**config.mk**
```make
export PLATFORM = sky130hd
export DESIGN_NAME = fpg_flash_guard
export DESIGN_NICKNAME = d
export VERILOG_FILES = /design/src/hw/fpg_flash_guard.v /design/src/hw/fpg_key_lock.v /design/src/hw/fpg_page_guard.v
export VERILOG_INCLUDE_DIRS = /design/src /design/src/hw
export SDC_FILE = /design/constraint.sdc
export NUM_CORES = 1
export LEC_CHECK = 0
export ABC_AREA = 1
export BUFFER_PORTS_ARGS = -buffer_cell sky130_fd_sc_hd__buf_2
export CAP_MARGIN = 15
export CORE_MARGIN = 10
export CORE_UTILIZATION = 40
export CTS_CLUSTER_DIAMETER = 50
export CTS_CLUSTER_SIZE = 14
export DETAILED_ROUTE_END_ITERATION = 12
export MAX_ROUTING_LAYER = met4
export PLACE_DENSITY = 0.68
export SLEW_MARGIN = 20
export SYNTH_ARGS = -nofsm -noshare
export SYNTH_HDL_FRONTEND = slang
export SYNTH_SLANG_ARGS = --single-unit
```
**constraint.sdc**
```tcl
create_clock -name clk_i -period 3.2 [get_ports clk_i]
set_input_delay 0.64 -clock clk_i [delete_from_list [all_inputs] [get_ports clk_i]]
set_output_delay 0.64 -clock clk_i [all_outputs]
set_load 0.005 [all_outputs]
```
**src/hw/fpg_consts.vh**
```
// Behaviour
// - Programming only clears bits; erase sets them
// - Hardware times operations, stalls execution meanwhile
// - Operation with supply monitor off resets device
// - Key codes A5 then F1, any spacing
// - Bad key or early operation blocks until reset
// - Lock returns after every completed operation
// - Write-enable steers external writes to flash
// - Erase clears whole 512-byte page to FF
// - Write-enable needed; erase also needs erase-enable
// - Write inside page with both enables erases it
// - Block select: zero byte, one two-byte block
// - Block program lasts as long as byte
// - Byte mode programs after every flash write
// - Block programs after odd write, even first
// - Top 1024 bytes reserved, never accessible
// - Security byte complement locks pages from zero
// - Security byte page locked when any locked
// - External reads go to data RAM except while busy
// - Reserved or forbidden locked access resets device
// - Security page never erased, security byte fixed
`ifndef FPG_CONSTS_VH
`define FPG_CONSTS_VH
`define FPG_KEY_FIRST      8'hA5
`define FPG_KEY_SECOND     8'hF1
`define FPG_ERASED_BYTE    8'hFF
`define FPG_ADR_KEY        8'h00
`define FPG_ADR_CTRL       8'h04
`define FPG_ADR_PREFETCH   8'h08
`define FPG_ADR_STATUS     8'h0C
`define FPG_CTRL_WE_BIT    0
`define FPG_CTRL_EE_BIT    1
`define FPG_PF_BWS_BIT     0
`define FPG_PAGE_LSB       9
`define FPG_RSVD_BASE      16'hFC00
`define FPG_LOCKPG_LARGE   16'hFA00
`define FPG_LOCKPG_SMALL   16'h7E00
`define FPG_LOCKBYTE_LARGE 16'hFBFF
`define FPG_LOCKBYTE_SMALL 16'h7FFF
`define FPG_CLK_PERIOD_NS  8
`define FPG_WRITE_TIME_NS  40000
`define FPG_ERASE_TIME_NS  10000000
`define FPG_PROG_CYCLES    ((`FPG_WRITE_TIME_NS + `FPG_CLK_PERIOD_NS - 1) / `FPG_CLK_PERIOD_NS)
`define FPG_ERASE_CYCLES   ((`FPG_ERASE_TIME_NS + `FPG_CLK_PERIOD_NS - 1) / `FPG_CLK_PERIOD_NS)
`define FPG_KS_LOCKED      2'b00
`define FPG_KS_HALF        2'b01
`define FPG_KS_OPEN        2'b10
`define FPG_KS_DISABLED    2'b11
`endif

```
**src/hw/fpg_flash_guard.v**
```verilog
`timescale 1ns/10ps
`include "fpg_consts.vh"
module fpg_flash_guard #(
  parameter        LARGE_ARRAY  = 1,
  parameter [23:0] PROG_CYCLES  = `FPG_PROG_CYCLES,
  parameter [23:0] ERASE_CYCLES = `FPG_ERASE_CYCLES
) (
  input  wire        clk_i,
  input  wire        rst_i,
  input  wire        wb_cyc_i,
  input  wire        wb_stb_i,
  input  wire        wb_we_i,
  input  wire [7:0]  wb_adr_i,
  input  wire [3:0]  wb_sel_i,
  input  wire [31:0] wb_dat_i,
  output reg  [31:0] wb_dat_o,
  output reg         wb_ack_o,
  input  wire        xw_stb_i,
  input  wire [15:0] xw_addr_i,
  input  wire [7:0]  xw_data_i,
  input  wire        xr_stb_i,
  input  wire [15:0] xr_addr_i,
  input  wire        cr_stb_i,
  input  wire [15:0] cr_addr_i,
  input  wire        exec_locked_i,
  input  wire        vdd_mon_en_i,
  input  wire [7:0]  lock_byte_i,
  input  wire [15:0] fl_word_i,
  output reg         stall_o,
  output reg         ram_we_o,
  output reg         ram_re_o,
  output reg  [15:0] ram_addr_o,
  output reg  [7:0]  ram_wdata_o,
  output reg         fl_prog_o,
  output reg         fl_erase_o,
  output reg  [15:0] fl_addr_o,
  output reg  [15:0] fl_wdata_o,
  output reg  [1:0]  fl_ben_o,
  output reg         flash_err_rst_o
);
  reg        store_write_enable_reg;
  reg        store_erase_enable_reg;
  reg        block_write_select_reg;
  reg        busy_reg;
  reg [23:0] timer_reg;
  reg        even_pend_reg;
  reg [15:0] even_addr_reg;
  reg [7:0]  even_data_reg;

  wire       key_open;
  wire       key_disabled;
  wire [1:0] key_state;
  wire       w_reserved;
  wire       w_lock_page;
  wire       w_lock_byte;
  wire       w_deny;
  wire       r_lock_byte;
  wire       r_deny;
  wire       wb_req;
  wire       wb_wr;
  wire       key_wr;
  wire       flash_wr;
  wire       try_op;
  wire       bad_addr;
  wire       go_ok;
  wire       go_erase;
  wire       go_even;
  wire       go_prog;
  wire       op_done;
  wire       attempt;
  wire       consume;
  wire [7:0] old_even;
  wire [7:0] old_odd;
  wire [7:0] new_even;
  wire [7:0] new_odd;
  wire [1:0] ben;

  function [7:0] clear_only;
    input [7:0] old_val;
    input [7:0] new_val;
    begin
      clear_only = old_val & new_val;
    end
  endfunction

  assign wb_req   = wb_cyc_i && wb_stb_i && !wb_ack_o;
  // Writes take effect at the edge where the master samples ack
  assign wb_wr    = wb_cyc_i && wb_stb_i && wb_ack_o && wb_we_i && wb_sel_i[0];
  assign key_wr   = wb_wr && (wb_adr_i == `FPG_ADR_KEY);
  assign flash_wr = xw_stb_i && !busy_reg && store_write_enable_reg;
  assign try_op   = flash_wr && vdd_mon_en_i && !key_disabled;
  assign attempt  = flash_wr && vdd_mon_en_i && !key_open;
  assign bad_addr = w_deny || w_lock_byte ||
                    (store_erase_enable_reg && (w_lock_page || w_reserved));
  assign go_ok    = try_op && key_open && !bad_addr;
  assign go_erase = go_ok && store_erase_enable_reg;
  assign go_even  = go_ok && !store_erase_enable_reg && block_write_select_reg &&
                    !xw_addr_i[0];
  assign go_prog  = go_ok && !store_erase_enable_reg && !go_even;
  assign op_done  = busy_reg && (timer_reg == 24'h000001);
  assign consume  = op_done || go_even;

  fpg_key_lock u_key (
    .clk_i      (clk_i),
    .rst_i      (rst_i),
    .key_wr_i   (key_wr),
    .key_data_i (wb_dat_i[7:0]),
    .attempt_i  (attempt),
    .consume_i  (consume),
    .open_o     (key_open),
    .disabled_o (key_disabled),
    .state_o    (key_state)
  );

  fpg_page_guard u_wguard (
    .addr_i        (xw_addr_i),
    .lock_byte_i   (lock_byte_i),
    .large_i       (LARGE_ARRAY != 0),
    .exec_locked_i (exec_locked_i),
    .reserved_o    (w_reserved),
    .lock_page_o   (w_lock_page),
    .lock_byte_o   (w_lock_byte),
    .deny_o        (w_deny)
  );

  fpg_page_guard u_rguard (
    .addr_i        (cr_addr_i),
    .lock_byte_i   (lock_byte_i),
    .large_i       (LARGE_ARRAY != 0),
    .exec_locked_i (exec_locked_i),
    .reserved_o    (),
    .lock_page_o   (),
    .lock_byte_o   (r_lock_byte),
    .deny_o        (r_deny)
  );

  // Block data: pending even byte, odd byte, unwritten byte left as erased
  assign old_even = fl_word_i[7:0];
  assign old_odd  = fl_word_i[15:8];
  assign new_even = !block_write_select_reg ? xw_data_i :
                    (even_pend_reg && (even_addr_reg[15:1] == xw_addr_i[15:1])) ?
                    even_data_reg : `FPG_ERASED_BYTE;
  assign new_odd  = xw_data_i;
  assign ben      = !block_write_select_reg ? (xw_addr_i[0] ? 2'b10 : 2'b01) :
                    2'b11;

  // Register bus slave, one wait state, unmapped reads zero
  always @(posedge clk_i) begin
    if (rst_i) begin
      wb_ack_o               <= 1'b0;
      wb_dat_o               <= 32'h00000000;
      store_write_enable_reg <= 1'b0;
      store_erase_enable_reg <= 1'b0;
      block_write_select_reg <= 1'b0;
    end else begin
      wb_ack_o <= wb_req;
      wb_dat_o <= 32'h00000000;
      if (wb_req && !wb_we_i) begin
        case (wb_adr_i)
          `FPG_ADR_KEY:      wb_dat_o <= {30'h00000000, key_state};
          `FPG_ADR_CTRL:     wb_dat_o <= {30'h00000000, store_erase_enable_reg,
                                          store_write_enable_reg};
          `FPG_ADR_PREFETCH: wb_dat_o <= {31'h00000000, block_write_select_reg};
          `FPG_ADR_STATUS:   wb_dat_o <= {28'h0000000, even_pend_reg, key_disabled,
                                          key_open, busy_reg};
          default:           wb_dat_o <= 32'h00000000;
        endcase
      end
      if (wb_wr && (wb_adr_i == `FPG_ADR_CTRL)) begin
        store_write_enable_reg <= wb_dat_i[`FPG_CTRL_WE_BIT];
        store_erase_enable_reg <= wb_dat_i[`FPG_CTRL_EE_BIT];
      end
      if (wb_wr && (wb_adr_i == `FPG_ADR_PREFETCH))
        block_write_select_reg <= wb_dat_i[`FPG_PF_BWS_BIT];
    end
  end

  // Operation timer and stall
  always @(posedge clk_i) begin
    if (rst_i) begin
      busy_reg   <= 1'b0;
      timer_reg  <= 24'h000000;
      stall_o    <= 1'b0;
      fl_prog_o  <= 1'b0;
      fl_erase_o <= 1'b0;
      fl_addr_o  <= 16'h0000;
      fl_wdata_o <= 16'h0000;
      fl_ben_o   <= 2'b00;
    end else begin
      fl_prog_o  <= 1'b0;
      fl_erase_o <= 1'b0;
      if (go_erase) begin
        busy_reg   <= 1'b1;
        stall_o    <= 1'b1;
        timer_reg  <= ERASE_CYCLES;
        fl_erase_o <= 1'b1;
        fl_addr_o  <= {xw_addr_i[15:`FPG_PAGE_LSB], 9'h000};
        fl_wdata_o <= {`FPG_ERASED_BYTE, `FPG_ERASED_BYTE};
        fl_ben_o   <= 2'b11;
      end else if (go_prog) begin
        busy_reg   <= 1'b1;
        stall_o    <= 1'b1;
        timer_reg  <= PROG_CYCLES;
        fl_prog_o  <= 1'b1;
        fl_addr_o  <= {xw_addr_i[15:1], 1'b0};
        fl_wdata_o <= {clear_only(old_odd, new_odd), clear_only(old_even, new_even)};
        fl_ben_o   <= ben;
      end else if (op_done) begin
        busy_reg  <= 1'b0;
        stall_o   <= 1'b0;
        timer_reg <= 24'h000000;
      end else if (busy_reg) begin
        timer_reg <= timer_reg - 24'h000001;
      end
    end
  end

  // Even byte of a block waits for its odd partner
  always @(posedge clk_i) begin
    if (rst_i) begin
      even_pend_reg <= 1'b0;
      even_addr_reg <= 16'h0000;
      even_data_reg <= 8'h00;
    end else if (go_even) begin
      even_pend_reg <= 1'b1;
      even_addr_reg <= xw_addr_i;
      even_data_reg <= xw_data_i;
    end else if (go_prog || !block_write_select_reg) begin
      even_pend_reg <= 1'b0;
    end
  end

  // Data RAM path and error reset requests
  always @(posedge clk_i) begin
    if (rst_i) begin
      ram_we_o        <= 1'b0;
      ram_re_o        <= 1'b0;
      ram_addr_o      <= 16'h0000;
      ram_wdata_o     <= 8'h00;
      flash_err_rst_o <= 1'b0;
    end else begin
      ram_we_o    <= xw_stb_i && !busy_reg && !store_write_enable_reg;
      ram_re_o    <= xr_stb_i && !busy_reg;
      ram_wdata_o <= xw_data_i;
      if (xr_stb_i)
        ram_addr_o <= xr_addr_i;
      else
        ram_addr_o <= xw_addr_i;
      flash_err_rst_o <= (flash_wr && !vdd_mon_en_i) ||
                         (try_op && key_open && bad_addr) ||
                         (cr_stb_i && !busy_reg && r_deny && !r_lock_byte);
    end
  end
endmodule // fpg_flash_guard

```
**src/hw/fpg_key_lock.v**
```verilog
`timescale 1ns/10ps
`include "fpg_consts.vh"
module fpg_key_lock (
  input  wire       clk_i,
  input  wire       rst_i,
  input  wire       key_wr_i,
  input  wire [7:0] key_data_i,
  input  wire       attempt_i,
  input  wire       consume_i,
  output wire       open_o,
  output wire       disabled_o,
  output wire [1:0] state_o
);
  reg [1:0] state_reg;
  reg [1:0] state_next;

  always @* begin
    state_next = state_reg;
    case (state_reg)
      `FPG_KS_LOCKED: begin
        if (attempt_i)
          state_next = `FPG_KS_DISABLED;
        else if (key_wr_i)
          state_next = (key_data_i == `FPG_KEY_FIRST) ? `FPG_KS_HALF : `FPG_KS_DISABLED;
      end
      `FPG_KS_HALF: begin
        if (attempt_i)
          state_next = `FPG_KS_DISABLED;
        else if (key_wr_i)
          state_next = (key_data_i == `FPG_KEY_SECOND) ? `FPG_KS_OPEN : `FPG_KS_DISABLED;
      end
      `FPG_KS_OPEN: begin
        if (key_wr_i)
          state_next = `FPG_KS_DISABLED;
        else if (consume_i)
          state_next = `FPG_KS_LOCKED;
      end
      `FPG_KS_DISABLED: state_next = `FPG_KS_DISABLED;
      default: state_next = `FPG_KS_LOCKED;
    endcase
  end

  always @(posedge clk_i) begin
    if (rst_i)
      state_reg <= `FPG_KS_LOCKED;
    else
      state_reg <= state_next;
  end

  assign open_o     = (state_reg == `FPG_KS_OPEN);
  assign disabled_o = (state_reg == `FPG_KS_DISABLED);
  assign state_o    = state_reg;
endmodule // fpg_key_lock

```
**src/hw/fpg_page_guard.v**
```verilog
`timescale 1ns/10ps
`include "fpg_consts.vh"
module fpg_page_guard (
  input  wire [15:0] addr_i,
  input  wire [7:0]  lock_byte_i,
  input  wire        large_i,
  input  wire        exec_locked_i,
  output wire        reserved_o,
  output wire        lock_page_o,
  output wire        lock_byte_o,
  output wire        deny_o
);
  wire [7:0]  pages_locked;
  wire [7:0]  page_num;
  wire [15:0] lock_page_base;
  wire        page_locked;

  assign pages_locked   = ~lock_byte_i;
  assign page_num       = {1'b0, addr_i[15:`FPG_PAGE_LSB]};
  assign lock_page_base = large_i ? `FPG_LOCKPG_LARGE : `FPG_LOCKPG_SMALL;
  assign reserved_o     = (addr_i >= `FPG_RSVD_BASE);
  assign lock_page_o    = (addr_i[15:`FPG_PAGE_LSB] == lock_page_base[15:`FPG_PAGE_LSB]);
  assign lock_byte_o    = (addr_i == (large_i ? `FPG_LOCKBYTE_LARGE : `FPG_LOCKBYTE_SMALL));
  assign page_locked    = (page_num < pages_locked) ||
                          (lock_page_o && (pages_locked != 8'h00));
  assign deny_o         = reserved_o || (page_locked && !exec_locked_i);
endmodule // fpg_page_guard

```
==> results.json, run 1 <==
{
  "yosysWarnings": 0,
  "p_int_mw": 2.730,
  "ys_seq_area_share_pct": 41.04,
  "avgSynthCellArea_um2": 7.405,
  "maximum_number_of_pins_on_one_net_before_global_route_repair": 72,
  "critPathLaunch": "xw_addr_i[14]",
  "timing.critical_path.cells": "buf_2, ha_1, a21oi_1, nor2_1, a21oi_1, nand2_1, nand2_2, nand2_2, nand4_1, nand2_1, inv_2, nand3_2, nor3_1",
  "cp-endpoint": "timer_reg[22]$_SDFFE_PP0P_",
  "mapped_area_um2": 5902,
  "cts_repair_resize_count": 0,
  "arr_time_crit_path_ps": 2590,
  "dr.pass1.iters": 5,
  "worst_ir_drop_vdd_mv": 0.3843,
  "detail_route.wl_per_cell_um": 15.39,
  "worstSetupStartpointType": "primary input",
  "cts.sink_count": 121,
  "tritoncts.num_buffers": 17,
  "netlist-cell-type-count": 42,
  "drc": 0,
  "placementRows": 44,
  "layout.cells.non_filler": 1172,
  "yosys.cell_count.top_type": "sky130_fd_sc_hd__dfxtp_1",
  "grt_setup_unrepaired": "false",
  "via_count_of_the_routed_design": 5700,
  "finalWirelength_mm": 18.03,
  "postSynth.topFlopCell": "sky130_fd_sc_hd__dfxtp_1",
  "crit_fanout": 14,
  "hold_path_startpoint": "fl_word_i[15]",
  "post_cts_hold_buffer_count": 0,
  "netlist.top_cell.by_area": "sky130_fd_sc_hd__dfxtp_1",
  "numPortBuffers": 174,
  "core_um2": 14480,
  "final.min_clock_period_ps": 2252,
  "setup.reg_to_reg.worst_slack_ps": 1120,
  "final-hold-violation-count": 0,
  "grt.total_usage_pct": 18.36,
  "switching_power_mw": 0.8790,
  "antenna_found_initial": 3,
  "synthTopCellsByArea": "sky130_fd_sc_hd__dfxtp_1 41%, sky130_fd_sc_hd__nand2_1 7.3%, sky130_fd_sc_hd__o21ai_0 7.0%, sky130_fd_sc_hd__a21oi_1 6.5%, sky130_fd_sc_hd__nor2_1 6.4%",
  "p_seq_share_pct": 42.7,
  "critPathRequiredTime_ps": 3540,
  "tightestPinTransition_ps": 644.5,
  "worst_r2r_endpoint": "fl_wdata_o[4]$_SDFFE_PP0P_",
  "timing.critical_path.to_type": "flop",
  "antenna_nets_post_route": 0,
  "power_density_nw_per_um2": 489.6,
  "rr_startpoint": "block_write_select_reg$_SDFFE_PP0P_",
  "first_iter_violations": 305,
  "path_class": "in2reg",
  "die_ht_um": 141.5,
  "dp_cells": 1137,
  "final.setup.tns_ps": 0,
  "global_route.overflow_total": 0,
  "critical_path_top_delay_cell": "sky130_fd_sc_hd__nand3_2",
  "synth-edff-count": 0,
  "drv_cap": 0,
  "fillCellCount": 1464,
  "finalCritPeriodShare_pct": 70.38,
  "post-cts-setup-buffers": 0,
  "clock_power_share_pct": 49.4,
  "leakagePower_nw": 3.562,
  "hpwlAfterDp_mm": 13.69,
  "areaGrowthSynthToFinish_pct": 24.89,
  "hold_class": "in2reg",
  "netlist_top_cells_count": "121 x sky130_fd_sc_hd__dfxtp_1, 114 x sky130_fd_sc_hd__nand2_1, 101 x sky130_fd_sc_hd__nor2_1",
  "clock_path_buffers": 2,
  "grt_first_pass_wirelength_mm": 29.03,
  "synth.top_cell.area_share_pct": 41.04,
  "report.final.slew_viol_count": 0,
  "maximum_single_stage_delay_on_the_critical_path_ps": 320,
  "routabilityCongestion": 0.9064,
  "asyncSetResetFlopFracSynth_pct": 0,
  "dieWidth_um": 141.5,
  "layout.nets": 1120,
  "tritoncts": "done",
  "ctsHtreeMaxLevel": 4,
  "outcome": "complete, no violations",
  "combPwrFrac_pct": 7.9,
  "setup_viol_count_final": 0,
  "route.detailed.vias_per_inst": 4.863,
  "design.die.area_um2": 20010,
  "clock_skew_ps": 7.962,
  "swShare_pct": 24.36,
  "cts_root_buffer": "sky130_fd_sc_hd__clkbuf_16",
  "clk-insertion-delay-late_ps": 420,
  "slew_headroom_pct": 57.03,
  "length_in_cells_of_the_worst_reg_to_reg_path": 8,
  "netlist_instances": 797,
  "share_of_layout_cells_above_drive_strength_1_pct": 23.78,
  "largest_register_ffs": 24,
  "first_global_vias": 5744,
  "design.portCount": 231,
  "upper_clock_frequency_limit_mhz": 444.0,
  "ys_ff_latch": 121,
  "initial_utilization_pct": 40.76,
  "clkSlewWorstSetupHoldPaths_ps": 60
}
## critical path: cells and delay by family
kind	cells	cell delay, ps
simple gates	8	1080
buf+inv	2	320
fa+ha+maj	1	300
compound gates	2	240
## power groups by stage
stage / sequential [mW] / combinational [mW] / clock (mW)
2_1_floorplan: 1.57 / 0.157 / 0
3_3_place_gp: 1.57 / 0.279 / 0
3_5_place_dp: 1.57 / 0.283 / 0
4_1_cts: 1.54 / 0.285 / 1.82
5_1_grt: 1.54 / 0.324 / 1.89
6_report: 1.54 / 0.285 / 1.78
## metrics by stage
step | area [µm²] | utilization (%) | power, mW | setup WS (ps) | hold WS, ps
finish | 7371 | 50.91 | 3.609 | 947.9 | 449.2
global route | 7368 | 50.89 | 3.750 | 717.0 | 440.1
CTS | 7361 | 50.84 | 3.642 | 955.0 | 430.9
detailed placement | 6813 | 47.05 | 1.855 | 511.0 | 448.1
global placement | 6813 | 47.05 | 1.850 | 516.2 | 440.6
floorplan | 6007 | - | 1.732 | 1106 | 429.2
## layout by cell type, fill, tap and decap left out, types with 3 or more instances in the layout
master,count
sky130_fd_sc_hd__o21ai_0,82
sky130_fd_sc_hd__clkbuf_16,17
sky130_fd_sc_hd__xnor2_1,8
sky130_fd_sc_hd__buf_2,174
sky130_fd_sc_hd__clkinvlp_4,3
sky130_fd_sc_hd__inv_2,5
sky130_fd_sc_hd__nor4_1,6
sky130_fd_sc_hd__nand2_2,3
sky130_fd_sc_hd__nand3_2,3
sky130_fd_sc_hd__nand4_1,21
sky130_fd_sc_hd__o221ai_1,8
sky130_fd_sc_hd__nor3_1,19
sky130_fd_sc_hd__inv_1,84
sky130_fd_sc_hd__nand2_1,114
sky130_fd_sc_hd__a31oi_1,3
sky130_fd_sc_hd__nand3_1,28
sky130_fd_sc_hd__dfxtp_1,121
sky130_fd_sc_hd__clkbuf_1,3
sky130_fd_sc_hd__o22ai_1,4
sky130_fd_sc_hd__ha_1,14
sky130_fd_sc_hd__diode_2,4
sky130_fd_sc_hd__conb_1,29
sky130_fd_sc_hd__a21oi_1,77
sky130_fd_sc_hd__clkinv_2,3
sky130_fd_sc_hd__nor2_1,101
sky130_fd_sc_hd__clkinv_4,3
sky130_fd_sc_hd__buf_4,11
sky130_fd_sc_hd__xor2_1,17
## layer usage
layer | part of all wire, % | global-route usage, % | up-vias
met3 | 7.9 | 6.175 | 15
met1 | 45 | 21.99 | 2568
met2 | 46 | 29.08 | 175
met4 | 0.86 | 4.734 | 0
met5 | 0 | - | -
li1 | - | - | 2942
## cells by family after synthesis
family                   Yosys count  synth area share [%]
AND/OR/NAND/NOR                  308                 23.74
AO/OA/AOI/OAI                    180                 16.26
buffers and inverters            148                 12.21
flip-flops                       121                 41.04
XOR/XNOR                          25                 3.710
adder cells (fa/ha/maj)           14                 2.968
other                              1               0.06354
## layout make-up
class | count | area [µm²] | share of cell area [%]
diodes | 4 | 10.01 | 0.1358
clock buffers | 21 | 450.4 | 6.111
clock inverters | 10 | 97.59 | 1.324
inverters | 91 | 342.8 | 4.651
multi-input cells | 556 | 2864 | 38.86
flip-flops and latches | 121 | 2422 | 32.86
well taps | 184 | 230.2 | 3.123
repair buffers | 185 | 953.4 | 12.93
## worst min-delay path by stage
stage	end	slack (ps)	depth (start not counted)
2_1_floorplan	even_data_reg[0]$_SDFFE_PP0P_	430	2
3_3_place_gp	even_data_reg[7]$_SDFFE_PP0P_	440	2
3_5_place_dp	even_data_reg[4]$_SDFFE_PP0P_	450	2
4_1_cts	ram_addr_o[12]$_SDFF_PP0_	430	3
5_1_grt	ram_addr_o[15]$_SDFF_PP0_	440	3
6_report	fl_wdata_o[15]$_SDFFE_PP0P_	450	3
(Power assumes the default switching activity.)
==> run 2, diff against run 1 <==
--- a/config.mk
+++ b/config.mk
@@ -6,7 +6,7 @@
 export SDC_FILE = /design/constraint.sdc
 export NUM_CORES = 1
 export LEC_CHECK = 0
-export ABC_AREA = 1
+export ABC_AREA = 0
 export BUFFER_PORTS_ARGS = -buffer_cell sky130_fd_sc_hd__buf_2
 export CAP_MARGIN = 15
 export CORE_MARGIN = 10
@@ -15,7 +15,7 @@
 export CTS_CLUSTER_SIZE = 14
 export DETAILED_ROUTE_END_ITERATION = 12
 export MAX_ROUTING_LAYER = met4
-export PLACE_DENSITY = 0.68
+export PLACE_DENSITY = 0.71
 export SLEW_MARGIN = 20
 export SYNTH_ARGS = -nofsm -noshare
 export SYNTH_HDL_FRONTEND = slang
==> constraint.sdc (replaced) <==
create_clock -name clk_i -period 1.8 [get_ports clk_i]
set_input_delay 0.36 -clock clk_i [delete_from_list [all_inputs] [get_ports clk_i]]
set_output_delay 0.36 -clock clk_i [all_outputs]
set_load 0.005 [all_outputs]
==> run 2 against run 1 <==
The run now ends with negative setup slack left. Synthesized area is 2.6% lower. Die area is 2.2% lower. Non-clock buffer count is 79 higher. Design area is 12% higher. Clock skew is 1.1 ps higher. Clock power is 97% higher. Largest power group unchanged.
==> results.json, run 2 <==
{
  "die_ht_um": 139.9,
  "slew_headroom_pct": 59.09,
  "hold_class": "in2reg",
  "hpwlAfterDp_mm": 13.28,
  "synthTopCellsByArea": "sky130_fd_sc_hd__dfxtp_1 42%, sky130_fd_sc_hd__mux2i_1 7.5%, sky130_fd_sc_hd__nor2_1 5.4%, sky130_fd_sc_hd__buf_4 4.0%, sky130_fd_sc_hd__xor2_1 3.5%",
  "grt_setup_unrepaired": "true",
  "combPwrFrac_pct": 8.2,
  "setup.reg_to_reg.worst_slack_ps": -210,
  "report.final.slew_viol_count": 0,
  "yosys.cell_count.top_type": "sky130_fd_sc_hd__dfxtp_1",
  "drv_cap": 0,
  "design.portCount": 231,
  "postSynth.topFlopCell": "sky130_fd_sc_hd__dfxtp_1",
  "netlist-cell-type-count": 63,
  "share_of_layout_cells_above_drive_strength_1_pct": 40.16,
  "final.min_clock_period_ps": 2009,
  "violated_checks": "negative setup slack",
  "finalCritPeriodShare_pct": 111.6,
  "worstSetupStartpointType": "flop",
  "worstPathBufferInverterCount": 1,
  "synth-edff-count": 0,
  "final-seq-area_um2": 2426,
  "maximum_number_of_pins_on_one_net_before_global_route_repair": 55,
  "synth.top_cell.area_share_pct": 42.12,
  "diodes_inserted": 0,
  "finished_layout_cell_area_um2": 8235,
  "placementRows": 43,
  "worst_r2r_endpoint": "timer_reg[16]$_SDFFE_PP0P_",
  "first_iter_violations": 247,
  "path_length_in_cells_of_the_critical_path": 8,
  "clk-insertion-delay-late_ps": 420,
  "final_common_cell": "sky130_fd_sc_hd__buf_2",
  "rr_startpoint": "timer_reg[16]$_SDFFE_PP0P_",
  "antenna_found_initial": 0,
  "tritoncts.num_buffers": 17,
  "ys_ff_latch": 121,
  "layout.nets": 1030,
  "setup_viol_count_final": 34,
  "drc": 0,
  "netlist.top_cell.by_area": "sky130_fd_sc_hd__dfxtp_1",
  "p_seq_share_pct": 40.2,
  "tightestPinTransition_ps": 613.6,
  "maximum_single_stage_delay_on_the_critical_path_ps": 550,
  "leakagePower_nw": 3.841,
  "cts_root_buffer": "sky130_fd_sc_hd__clkbuf_16",
  "report.power.total_mw": 6.783,
  "antenna_nets_post_route": 0,
  "final-hold-violation-count": 0,
  "upper_clock_frequency_limit_mhz": 497.7,
  "via_count_of_the_routed_design": 5426,
  "arr_time_crit_path_ps": 2280,
  "core_um2": 13990,
  "timing.critical_path.max_delay_family": "simple AND/OR/NAND/NOR gates",
  "clock_skew_ps": 9.090,
  "initial_utilization_pct": 41.11,
  "ys_seq_area_share_pct": 42.12,
  "p_int_mw": 5.257,
  "worst_ir_drop_vdd_mv": 0.6394,
  "number_of_cells_traversed_by_the_worst_hold_path": 3,
  "detail_route.wl_per_cell_um": 16.87,
  "netlist_top_cells_count": "121 x sky130_fd_sc_hd__dfxtp_1, 83 x sky130_fd_sc_hd__nor2_1, 43 x sky130_fd_sc_hd__mux2i_1",
  "clock_path_buffers": 2,
  "first_global_vias": 5613,
  "dr.pass1.iters": 5,
  "path_class": "reg2reg",
  "timing.critical_path.to_type": "flop",
  "cts.sink_count": 121,
  "footprint_of_the_multi_input_gates_um2": 3204,
  "critical_path_top_delay_cell": "sky130_fd_sc_hd__or4_4",
  "grt.total_usage_pct": 18.14,
  "pre_cts_slack_ps": -384.9,
  "critPathLaunch": "timer_reg[16]$_SDFFE_PP0P_",
  "crit_fanout": 7,
  "largest_register_ffs": 24,
  "ctsHtreeMaxLevel": 4,
  "numPortBuffers": 174,
  "netlist_instances": 632,
  "power_density_nw_per_um2": 823.6,
  "finalWirelength_mm": 18.12,
  "fillCellCount": 1237,
  "tritoncts": "done",
  "outcome": "complete, but fails checks",
  "critPathRequiredTime_ps": 2070,
  "clock_power_share_pct": 51.6,
  "dieWidth_um": 139.9,
  "routabilityCongestion": 0.8180,
  "asyncSetResetFlopFracSynth_pct": 0,
  "avgSynthCellArea_um2": 9.099,
  "mapped_area_um2": 5751,
  "design.die.area_um2": 19570,
  "areaGrowthSynthToFinish_pct": 43.21,
  "cp-endpoint": "timer_reg[16]$_SDFFE_PP0P_",
  "yosysWarnings": 0,
  "route.detailed.vias_per_inst": 5.052,
  "swShare_pct": 22.50,
  "dp_area_um2": 7263,
  "timing.critical_path.cells": "or4_4, nor4_4, nand2b_2, nor3_4, buf_12, and2b_2, nand2_1, a31oi_1",
  "switching_power_mw": 1.526,
  "grt_first_pass_wirelength_mm": 28.27,
  "length_in_cells_of_the_worst_reg_to_reg_path": 8,
  "global_route.overflow_total": 0,
  "clkSlewWorstSetupHoldPaths_ps": 50,
  "commonest_non_fill_non_tap_cells_in_the_layout": "170 x sky130_fd_sc_hd__buf_2, 118 x sky130_fd_sc_hd__dfxtp_1, 79 x sky130_fd_sc_hd__buf_4, 73 x sky130_fd_sc_hd__nor2_1, 42 x sky130_fd_sc_hd__mux2i_1",
  "fin_ws_ps": -209.2
}
==> run 2: worst min-delay path: cells and delay by family <==
kind / cells / cell delay [ps]
buffers and inverters: 1 / 80
AND/OR/NAND/NOR: 1 / 70
multiplexers: 1 / 50
==> run 2: final cells by class <==
cell class	instances	share of cell area (%)
well taps	180	2.735
clock buffers	20	5.667
multi-input cells	455	38.91
flip-flops and latches	121	29.46
clock inverters	11	1.762
repair buffers	264	20.42
inverters	23	1.048
==> run 2: kinds of logic after synthesis <==
family / synth area share (%)
AND/OR/NAND/NOR: 22.22
flip-flops: 42.12
AO/OA/AOI/OAI: 11.14
buffers and inverters: 8.659
multiplexers: 7.876
XOR/XNOR: 4.874
adder cells (fa/ha/maj): 3.046
other: 0.06521
==> run 2: worst min-delay path by stage <==
stage | from | endpoint
floorplan | even_pend_reg$_SDFFE_PP0P_ | wb_dat_o[3]$_SDFF_PP0_
global placement | wb_ack_o$_SDFF_PP0_ | wb_ack_o$_SDFF_PP0_
detailed placement | fl_wdata_o[10]$_SDFFE_PP0P_ | fl_wdata_o[10]$_SDFFE_PP0P_
CTS | xr_addr_i[4] | ram_addr_o[4]$_SDFF_PP0_
global route | xr_addr_i[0] | ram_addr_o[0]$_SDFF_PP0_
finish | xr_addr_i[2] | ram_addr_o[2]$_SDFF_PP0_
==> run 2: what timing repair did <==
action / 4_1_cts / 5_1_grt
setup buffers: 3 / 6
resized for setup: 8 / 58
hold buffers: 0 / 0
pin swaps: 6 / 32
endpoints found under the setup margin: 34 / 66
cloned: 0 / 1
==> run 2: per-stage QoR <==
step	cells	hold slack (ps)	util, %	setup TNS [ps]
5_1_grt	1074	176.4	58.87	-7202
4_1_cts	1067	165.1	56.71	-3576
2_1_floorplan	660	429.6	-	-4570
3_5_place_dp	1033	440.4	51.92	-25090
3_3_place_gp	1033	437.5	51.92	-24140
6_report	1074	174.3	58.87	-3612
==> run 2: layer usage <==
layer | part of all wire (%) | global-route usage (%)
met1 | 42 | 20.44
met2 | 49 | 29.67
met3 | 6.8 | 5.308
met4 | 2.3 | 7.283
met5 | 0 | -
==> run 2: power by group through the flow <==
stage	clock network, mW	registers [mW]	logic [mW]
6_report	3.50	2.73	0.555
3_3_place_gp	0	2.78	0.508
5_1_grt	3.66	2.73	0.614
4_1_cts	3.54	2.73	0.525
2_1_floorplan	0	2.79	0.250
3_5_place_dp	0	2.78	0.515
